**src/hdl/vcc_pkg.sv**
```systemverilog
package vcc_pkg;

	// Bus geometry.
	localparam int ADDR_W = 12;
	localparam int DATA_W = 32;

	// Register indices; the byte address is four times the index.
	localparam logic [7:0] CTRL_IDX = 8'h9B;
	localparam logic [7:0] MODE_IDX = 8'h9D;
	localparam logic [7:0] MUX_IDX  = 8'h9F;
	localparam logic [ADDR_W-1:0] CTRL_ADDR = {2'h0, CTRL_IDX, 2'h0};
	localparam logic [ADDR_W-1:0] MODE_ADDR = {2'h0, MODE_IDX, 2'h0};
	localparam logic [ADDR_W-1:0] MUX_ADDR  = {2'h0, MUX_IDX, 2'h0};

	// Field positions in compare_control.
	localparam int CTRL_EN_BIT   = 7;
	localparam int CTRL_OUT_BIT  = 6;
	localparam int CTRL_RISE_BIT = 5;
	localparam int CTRL_FALL_BIT = 4;
	localparam int CTRL_PHYS_LSB = 2;
	localparam int CTRL_NHYS_LSB = 0;

	// Field positions in compare_mode_reg.
	localparam int MODE_RIE_BIT = 5;
	localparam int MODE_FIE_BIT = 4;
	localparam int MODE_RT_LSB  = 0;

	// Field positions in compare_input_select.
	localparam int MUX_NEG_LSB = 4;
	localparam int MUX_POS_LSB = 0;

	// Reset values.
	localparam logic [7:0] CTRL_RST = 8'h00;
	localparam logic [7:0] MODE_RST = 8'h02;
	localparam logic [7:0] MUX_RST  = 8'hFF;

	// Hysteresis settings passed to the analog core.
	typedef enum logic [1:0] {
		HYS_OFF  = 2'h0,
		HYS_5MV  = 2'h1,
		HYS_10MV = 2'h2,
		HYS_20MV = 2'h3
	} vcc_hys_t;

	// Response time, fastest to slowest.
	typedef enum logic [1:0] {
		RT_MODE0 = 2'h0,
		RT_MODE1 = 2'h1,
		RT_MODE2 = 2'h2,
		RT_MODE3 = 2'h3
	} vcc_rt_t;

	// Bus slave states.
	typedef enum logic {
		BUS_IDLE   = 1'b0,
		BUS_ANSWER = 1'b1
	} vcc_bus_st_t;

	// APB request from the master.
	typedef struct packed {
		logic              psel;
		logic              penable;
		logic              pwrite;
		logic [ADDR_W-1:0] paddr;
		logic [DATA_W-1:0] pwdata;
	} vcc_apb_req_t;

	// APB answer to the master.
	typedef struct packed {
		logic [DATA_W-1:0] prdata;
		logic              pready;
		logic              pslverr;
	} vcc_apb_rsp_t;

	// Settings for the analog comparator core.
	typedef struct packed {
		logic       enable;
		vcc_hys_t   pos_hyst;
		vcc_hys_t   neg_hyst;
		vcc_rt_t    resp_time;
		logic [7:0] pos_sel;
		logic [7:0] neg_sel;
	} vcc_analog_ctrl_t;

endpackage

```
**src/hdl/vcc_sync.sv**
```systemverilog
`timescale 1ns/100ps
// Two-stage level synchroniser; the first stage feeds only the second.
module vcc_sync #(
	parameter int STAGES = 2
) (
	// Clock and reset.
	input  wire logic mclk_in,
	input  wire logic rst_in,
	// Level in and out.
	input  wire logic d_in,
	output logic      q_out
);
	logic [STAGES-1:0] chain;

	// Shift the asynchronous level through the chain.
	always_ff @(posedge mclk_in) begin
		if (rst_in) begin
			chain <= '0;
		end else begin
			chain <= {chain[STAGES-2:0], d_in};
		end
	end

	assign q_out = chain[STAGES-1];
endmodule

```
**src/hdl/vcc_input_decode.sv**
```systemverilog
`timescale 1ns/100ps
// Turns an input-select code into a one-hot pin select.
module vcc_input_decode #(
	parameter int CODE_W = 4,
	parameter int SEL_W  = 8
) (
	// Code from the register.
	input  wire logic [CODE_W-1:0] code_in,
	// One-hot select, all zero for no input.
	output logic      [SEL_W-1:0]  sel_out
);
	// A set top bit selects nothing, so the core sees no pin at all.
	always_comb begin
		sel_out = '0;
		if (!code_in[CODE_W-1]) begin
			sel_out[code_in[CODE_W-2:0]] = 1'b1;
		end
	end
endmodule

```
**src/hdl/vcc_top.sv**
```systemverilog
// Design decision made here: register access over APB.
`timescale 1ns/100ps
module vcc_top
	import vcc_pkg::*;
(
	// Clock and reset.
	input  wire logic                      mclk_in,
	input  wire logic                      rst_in,
	// APB slave port.
	input  wire vcc_pkg::vcc_apb_req_t     apb_req_in,
	output vcc_pkg::vcc_apb_rsp_t          apb_rsp_out,
	// Analog comparator core.
	input  wire logic                      analog_result_in,
	output vcc_pkg::vcc_analog_ctrl_t      analog_ctrl_out,
	// Pin, interrupt and reset outputs.
	output logic                           latched_compare_out,
	output logic                           raw_compare_out,
	output logic                           irq_out,
	output logic                           reset_source_out
);
	import vcc_pkg::*;

	// Control fields.
	logic        compare_enable;
	vcc_hys_t    pos_hysteresis_sel;
	vcc_hys_t    neg_hysteresis_sel;
	logic        rise_edge_flag;
	logic        fall_edge_flag;
	logic        rise_irq_enable;
	logic        fall_irq_enable;
	vcc_rt_t     response_time_sel;
	logic [3:0]  neg_input_sel;
	logic [3:0]  pos_input_sel;

	// Bus slave state.
	vcc_bus_st_t bus_state;
	vcc_bus_st_t next_bus_state;
	logic        acc_done;
	logic        wr_ctrl;
	logic        wr_mode;
	logic        wr_mux;
	logic [7:0]  rd_value;
	logic        rd_hit;

	// Comparator level path.
	logic        sync_level;
	logic        lvl_now;
	logic        rise_evt;
	logic        fall_evt;
	logic [7:0]  pos_sel_dec;
	logic [7:0]  neg_sel_dec;

	// A write takes effect only at the edge where pready is seen high.
	assign acc_done = apb_req_in.psel & apb_req_in.penable & apb_rsp_out.pready;
	assign wr_ctrl  = acc_done & apb_req_in.pwrite
		& (apb_req_in.paddr == CTRL_ADDR);
	assign wr_mode  = acc_done & apb_req_in.pwrite
		& (apb_req_in.paddr == MODE_ADDR);
	assign wr_mux   = acc_done & apb_req_in.pwrite
		& (apb_req_in.paddr == MUX_ADDR);

	// Read decode; unmapped addresses answer zero with an error.
	always_comb begin
		rd_value = 8'h00;
		rd_hit   = 1'b1;
		unique case (apb_req_in.paddr)
			CTRL_ADDR: begin
				rd_value = {compare_enable, latched_compare_out, rise_edge_flag,
					fall_edge_flag, pos_hysteresis_sel, neg_hysteresis_sel};
			end
			MODE_ADDR: begin
				rd_value = {2'h0, rise_irq_enable, fall_irq_enable, 2'h0,
					response_time_sel};
			end
			MUX_ADDR: begin
				rd_value = {neg_input_sel, pos_input_sel};
			end
			default: begin
				rd_hit = 1'b0;
			end
		endcase
	end

	// One wait state: the answer state is entered on the access phase.
	always_comb begin
		next_bus_state = bus_state;
		unique case (bus_state)
			BUS_IDLE: begin
				if (apb_req_in.psel && apb_req_in.penable) begin
					next_bus_state = BUS_ANSWER;
				end
			end
			BUS_ANSWER: begin
				next_bus_state = BUS_IDLE;
			end
		endcase
	end

	// Bus state register.
	always_ff @(posedge mclk_in) begin
		if (rst_in) begin
			bus_state <= BUS_IDLE;
		end else begin
			bus_state <= next_bus_state;
		end
	end

	// Answer register; read data is captured with pready so it is stable.
	always_ff @(posedge mclk_in) begin
		if (rst_in) begin
			apb_rsp_out <= '0;
		end else if (next_bus_state == BUS_ANSWER) begin
			apb_rsp_out.pready  <= 1'b1;
			apb_rsp_out.pslverr <= ~rd_hit;
			apb_rsp_out.prdata  <= apb_req_in.pwrite ? '0
				: {{(DATA_W-8){1'b0}}, rd_value};
		end else begin
			apb_rsp_out <= '0;
		end
	end

	// Control register fields other than the flags.
	always_ff @(posedge mclk_in) begin
		if (rst_in) begin
			compare_enable     <= CTRL_RST[CTRL_EN_BIT];
			pos_hysteresis_sel <= vcc_hys_t'(CTRL_RST[CTRL_PHYS_LSB +: 2]);
			neg_hysteresis_sel <= vcc_hys_t'(CTRL_RST[CTRL_NHYS_LSB +: 2]);
		end else if (wr_ctrl) begin
			compare_enable     <= apb_req_in.pwdata[CTRL_EN_BIT];
			pos_hysteresis_sel <=
				vcc_hys_t'(apb_req_in.pwdata[CTRL_PHYS_LSB +: 2]);
			neg_hysteresis_sel <=
				vcc_hys_t'(apb_req_in.pwdata[CTRL_NHYS_LSB +: 2]);
		end
	end

	// Mode register.
	always_ff @(posedge mclk_in) begin
		if (rst_in) begin
			rise_irq_enable   <= MODE_RST[MODE_RIE_BIT];
			fall_irq_enable   <= MODE_RST[MODE_FIE_BIT];
			response_time_sel <= vcc_rt_t'(MODE_RST[MODE_RT_LSB +: 2]);
		end else if (wr_mode) begin
			rise_irq_enable   <= apb_req_in.pwdata[MODE_RIE_BIT];
			fall_irq_enable   <= apb_req_in.pwdata[MODE_FIE_BIT];
			response_time_sel <=
				vcc_rt_t'(apb_req_in.pwdata[MODE_RT_LSB +: 2]);
		end
	end

	// Input select register.
	always_ff @(posedge mclk_in) begin
		if (rst_in) begin
			neg_input_sel <= MUX_RST[MUX_NEG_LSB +: 4];
			pos_input_sel <= MUX_RST[MUX_POS_LSB +: 4];
		end else if (wr_mux) begin
			neg_input_sel <= apb_req_in.pwdata[MUX_NEG_LSB +: 4];
			pos_input_sel <= apb_req_in.pwdata[MUX_POS_LSB +: 4];
		end
	end

	// The analog result is asynchronous, so it is synchronised first.
	vcc_sync #(
		.STAGES (2)
	) u_sync (
		.mclk_in (mclk_in),
		.rst_in  (rst_in),
		.d_in    (analog_result_in),
		.q_out   (sync_level)
	);

	assign lvl_now  = sync_level & compare_enable;
	assign rise_evt = lvl_now & ~latched_compare_out;
	assign fall_evt = ~lvl_now & latched_compare_out;

	// Latched output and reset source both follow the synced level gated by the enable.
	always_ff @(posedge mclk_in) begin
		if (rst_in) begin
			latched_compare_out <= 1'b0;
			reset_source_out    <= 1'b0;
		end else begin
			latched_compare_out <= lvl_now;
			reset_source_out    <= lvl_now;
		end
	end

	// clockless gated path
	// The raw path has no flop so it keeps working with the clock stopped.
	assign raw_compare_out = analog_result_in & compare_enable;

	// Sticky flags; a hardware edge in the clearing cycle still sets.
	always_ff @(posedge mclk_in) begin
		if (rst_in) begin
			rise_edge_flag <= CTRL_RST[CTRL_RISE_BIT];
			fall_edge_flag <= CTRL_RST[CTRL_FALL_BIT];
		end else begin
			rise_edge_flag <= rise_evt
				| (wr_ctrl ? apb_req_in.pwdata[CTRL_RISE_BIT] : rise_edge_flag);
			fall_edge_flag <= fall_evt
				| (wr_ctrl ? apb_req_in.pwdata[CTRL_FALL_BIT] : fall_edge_flag);
		end
	end

	always_ff @(posedge mclk_in) begin
		if (rst_in) begin
			irq_out <= 1'b0;
		end else begin
			irq_out <= (rise_edge_flag & rise_irq_enable)
				| (fall_edge_flag & fall_irq_enable);
		end
	end

	vcc_input_decode #(
		.CODE_W (4),
		.SEL_W  (8)
	) u_pos_dec (
		.code_in (pos_input_sel),
		.sel_out (pos_sel_dec)
	);

	vcc_input_decode #(
		.CODE_W (4),
		.SEL_W  (8)
	) u_neg_dec (
		.code_in (neg_input_sel),
		.sel_out (neg_sel_dec)
	);

	// Settings to the core are registered, costing one cycle of delay.
	always_ff @(posedge mclk_in) begin
		if (rst_in) begin
			analog_ctrl_out <= '0;
		end else begin
			analog_ctrl_out.enable    <= compare_enable;
			analog_ctrl_out.pos_hyst  <= pos_hysteresis_sel;
			analog_ctrl_out.neg_hyst  <= neg_hysteresis_sel;
			analog_ctrl_out.resp_time <= response_time_sel;
			analog_ctrl_out.pos_sel   <= pos_sel_dec;
			analog_ctrl_out.neg_sel   <= neg_sel_dec;
		end
	end
endmodule

```
**config.mk**
```make
export PLATFORM = sky130hd
export DESIGN_NAME = vcc_top
export DESIGN_NICKNAME = d
export VERILOG_FILES = /design/src/hdl/vcc_pkg.sv /design/src/hdl/vcc_sync.sv /design/src/hdl/vcc_input_decode.sv /design/src/hdl/vcc_top.sv
export SDC_FILE = /design/constraint.sdc
export NUM_CORES = 1
export LEC_CHECK = 0
export BUFFER_PORTS_ARGS = -buffer_cell sky130_fd_sc_hd__buf_2
export CORE_MARGIN = 2
export CORE_UTILIZATION = 46
export CTS_BUF_LIST = sky130_fd_sc_hd__clkbuf_4
export CTS_CLUSTER_DIAMETER = 200
export CTS_CLUSTER_SIZE = 16
export DETAILED_ROUTE_END_ITERATION = 6
export PLACE_DENSITY_LB_ADDON = 0.25
export SLEW_MARGIN = 0
export SYNTH_ARGS = -nofsm -noshare
export SYNTH_HDL_FRONTEND = slang
export SYNTH_SLANG_ARGS = --single-unit
```
**constraint.sdc**
```tcl
create_clock -name mclk_in -period 2.2 [get_ports mclk_in]
set_input_delay 0.44 -clock mclk_in [delete_from_list [all_inputs] [get_ports mclk_in]]
set_output_delay 0.44 -clock mclk_in [all_outputs]
set_load 0.1 [all_outputs]
```
Word level (Yosys, flattened, before mapping). Cells that the tools add are included.

$lt $le $gt $ge: 4. Equality and inequality tests: 3. Muxes and demuxes: 11. Bitwise operators: 20. Reductions and logical operators: 8.

Operator list (count): $eq 12x10->1 const B (3); $pmux 8 s3 (1); $and 1x1->1 (12); $lt 3x4->1 const B (2); $demux 1 s3 (2); $ge 3x1->1 const B (2); $mux 1 (6); $reduce_or 2->1 (3); $reduce_or 3->1 (2); $not 1->1 (5); $logic_and 1x1->1 (3); $or 1x1->1 (3); $mux 2 (1); $pmux 1 s2 (1).

Bits in registers: 81. Bits of input ports: 50. Output and inout port bits: 61. Logic and storage cells: 70.

Logic depth before layout (Yosys ltp).
Depth in word-level cells: 6. Depth in mapped cells: 5. Depth with buffers taken out: 4.

Cells and area by module. Synthesis repeated with hierarchy kept, for this count alone.

Cell total of the unflattened synthesis: 226. Area total of the unflattened synthesis: 2313.5 sq um.

By module, submodules not included: vcc_top (instances 1, cells an instance 206, area an instance 2098.3 sq um, seq. area each 1081.0 sq um); vcc_input_decode (instances 2, cells an instance 8, area an instance 81.3 sq um, seq. area each 0.0 sq um); vcc_sync (instances 1, cells an instance 4, area an instance 52.6 sq um, seq. area each 40.0 sq um).

Least setup slack after synthesis. No wires, ideal clock.

Path kind: input to register. Start point: input apb_req_in[33] (netlist name). End point: register rise_edge_flag. Setup time: 134 ps. Arrival: 1930 ps. Required time: 2066 ps. Path slack: 136 ps. Stages: 5. Buffers on the path: 1. Path through: or4b_4 or4_1 buf_6 nor3_1 a211oi_1.

Word-level cells in the longest chain between the ends: 4.

Ends and longest elaborated chain: from (decl) (RTL line vcc_top.sv:10) `input wire vcc_pkg::vcc_apb_req_t apb_req_in,`; $eq 12x10->1 (RTL line vcc_top.sv:56) `& (apb_req_in.paddr == CTRL_ADDR);`; $and 1x1->1 (RTL line vcc_top.sv:56); $mux 1 (RTL line vcc_top.sv:198) `| (wr_ctrl ? apb_req_in.pwdata[CTRL_RISE_BIT] : rise_edge_flag);`; $or 1x1->1 (RTL line vcc_top.sv:198); to (signal assigned) (RTL line vcc_top.sv:194) `rise_edge_flag <= CTRL_RST[CTRL_RISE_BIT];`; to (signal assigned) (RTL line vcc_top.sv:197) `rise_edge_flag <= rise_evt`; to (decl) (RTL line vcc_top.sv:27) `logic rise_edge_flag;`.

No other way between the ends. A chain may end at the register's enable or synchronous reset.

Worst setup path after layout.
Start point: register compare_enable. End point: output raw_compare_out.

Word-level cells in the longest chain between the ends: 1.

Ends and longest elaborated chain: from (decl) (RTL line vcc_top.sv:24) `logic compare_enable;`; from (signal assigned) (RTL line vcc_top.sv:125) `compare_enable <= CTRL_RST[CTRL_EN_BIT];`; from (signal assigned) (RTL line vcc_top.sv:129) `compare_enable <= apb_req_in.pwdata[CTRL_EN_BIT];`; $and 1x1->1 (RTL line vcc_top.sv:189) `assign raw_compare_out = analog_result_in & compare_enable;`; to (decl) (RTL line vcc_top.sv:17) `output logic raw_compare_out,`.

No other way between the ends.

==> results.toml <==
[placed_design]
portBuffers = 62
dp.final_hpwl_microns = 3053
gp_congestion = 0.7463
dp.cells = 322
pre_cts_slack_ns = -0.002204

[die]
coreArea_sq_um = 4444
die_y_microns = 72.50
die-area_sq_um = 5256
start_util_pct = 48.56
pin_count = 111
die_w_microns = 72.50
num_rows = 24

[clock_tree]
cts_made_buffers = 5
clk_pin_slew_ns = 0.16
cts-root-buf = "clkbuf_4"
cts_setup_buffers = 0
cts_resized = 0
clk_latency_ns = 0.37
ctsLongestPathBuffers = 2
clock-sinks = 56
cts_tree = "done"
htree_levels = 2
hold_buffers = 0

[route]
dr_total_vias = 1597
initialDrtViolationCount = 54
vias_per_cell = 4.839
wire_per_inst_microns = 12.17
postRouteAntennaNets = 0
drtPass1Iterations = 4
drt-total-wl_microns = 4016
drc = 0

[sta]
timing.hold.ws_ns = 0.2647
setup_viol = 0
hold_viol_final = 0
fin_crit_sh_pct = 83.75
finalCriticalPeriod_ns = 1.842
fmax_mhz = 542.8
finClkSkew_ns = 0.01327
slew_violations = 0
rsz0062_at_grt = "false"
finalWorstSetupSlack_ns = 0.3575

[critical_path]
critPathKind = "register to output pin"
critPathLaunchType = "register"
required_ns = 1.76
arrival_ns = 1.40
end_kind = "output pin"
critPathMaxFanout = 5

[power]
seqPwrFrac_pct = 58.9
powerDensity_nw_per_um2 = 688.8
pwr-share-clk_pct = 25.3
p_leak_nw = 1.182
switching_power_mw = 0.5510
sw_frac_of_total_pct = 31.81
combPwrFrac_pct = 15.8
irDropWorstVdd_mv = 0.3466
p_int_mw = 1.181
p_total_mw = 1.732

[synthesis]
ys_types = 30
yosys_warnings = 0
synth-edff-count = 0
ys.flop_type = "dfxtp_1"
ys_seq_elements = 56
ys_async_sr_fraction_pct = 0
synth-seq-area-share_pct = 51.94
syn_area_per_cell_sq_um = 10.23
synth_area_sq_um = 2158
syn_inst = 211

[finish]
nets = 327
utilization_pct = 56.59
final_common_cell = "buf_2"
final_cells = 330
num_antenna_cells = 0
drive_gt1_share_pct = 30.58
final_cell_mix = "62 x buf_2, 56 x dfxtp_1, 26 x nor2_1"
area_delta_synth_final_pct = 16.52

[grt]
grt_pass1_wl_microns = 6092
grt_pass1_vias = 1334
antenna_found_initial = 0
grt_start_max_net_pins = 21
grtUsageTotal_pct = 15.13
grt_overflow = 0

[flow_run]
maxCapViolCount = 0

[worst_hold_path]
hold_path_class = "input port to register"

[outcome]
run_status = "finished, final reports clean"
Yosys cell counts, drive strengths merged (3+ instances only):
| master | count | area share [%] |
|---|---|---|
| a22oi | 5 | 1.7 |
| and2 | 3 | 0.87 |
| buf | 28 | 9.7 |
| clkbuf | 5 | 0.87 |
| dfxtp | 56 | 52 |
| mux2 | 4 | 2.1 |
| mux2i | 21 | 9.7 |
| nand2 | 14 | 2.4 |
| nand2b | 3 | 0.87 |
| nand4 | 3 | 0.87 |
| nor2 | 26 | 4.5 |
| nor2b | 10 | 2.9 |
| nor3 | 9 | 2.1 |
| nor4 | 7 | 3.4 |
worst max-delay path, stage by stage (launching register included):
cell	delay, ns
dfxtp_1	0.46
and2_1	0.15
buf_2	0.42
layout make-up:
cell class,count,area (sq um)
clock buffers,5,37.54
multi-input cells,143,887.1
fillers,414,1929
clock inverters,3,21.27
repair buffers,69,375.4
inverters,2,7.507
well taps,52,65.06
flip-flops and latches,56,1121
flip-flops by register name, indices dropped and copies added (netlist names), 2 cells and up:
signal	cells
apb_rsp_out	9
response_time_sel	2
pos_input_sel	4
analog_ctrl_out	23
u_sync.chain	2
pos_hysteresis_sel	2
neg_input_sel	4
neg_hysteresis_sel	2
final timing paths:
| kind | startpoint | end | slack (ns) | cells after the start |
|---|---|---|---|---|
| min reg2reg | u_sync.chain[0]$_SDFF_PP0_ | u_sync.chain[1]$_SDFF_PP0_ | 0.46 | 1 |
| min | apb_req_in[6] | neg_input_sel[2]$_SDFFE_PP1P_ | 0.26 | 3 |
| max reg2reg | bus_state$_SDFF_PP0_ | rise_edge_flag$_SDFF_PP0_ | 0.63 | 5 |
| max | compare_enable$_SDFFE_PP0N_ | raw_compare_out | 0.36 | 2 |
cells by family (layout without fill, tap and decap cells):
kind of cell / after synthesis / count (layout) / share of synthesized area [%]
simple gates: 84 / 84 / 21.68
flops: 56 / 56 / 51.94
buf+inv: 35 / 79 / 10.96
mux: 25 / 25 / 11.83
compound gates: 10 / 10 / 3.420
other cells: 1 / 24 / 0.1737
routing by layer:
layer	wire, microns	GRT usage, %	part of all wire, %	vias to the layer above
li1	-	-	-	806
met4	70	5.556	1.7	0
met5	0	0	0	-
met2	1893	24.26	47	57
met3	210	3.472	5.2	7
met1	1840	19.98	46	727
power by group through the flow:
stage / combinational, mW / clock, mW / sequential, mW
3_3_place_gp: 0.271 / 0 / 1.04
3_5_place_dp: 0.272 / 0 / 1.04
4_1_cts: 0.272 / 0.455 / 1.02
2_1_floorplan: 0.255 / 0 / 1.05
5_1_grt: 0.283 / 0.490 / 1.02
6_report: 0.273 / 0.439 / 1.02
stage by stage:
step	cell area [sq um]	TNS (ns)
6_report	2515	0
5_1_grt	2515	0
4_1_cts	2515	0
3_5_place_dp	2456	-0.002204
3_3_place_gp	2456	0
2_1_floorplan	2245	0
Power figures use the tool's default switching activity.
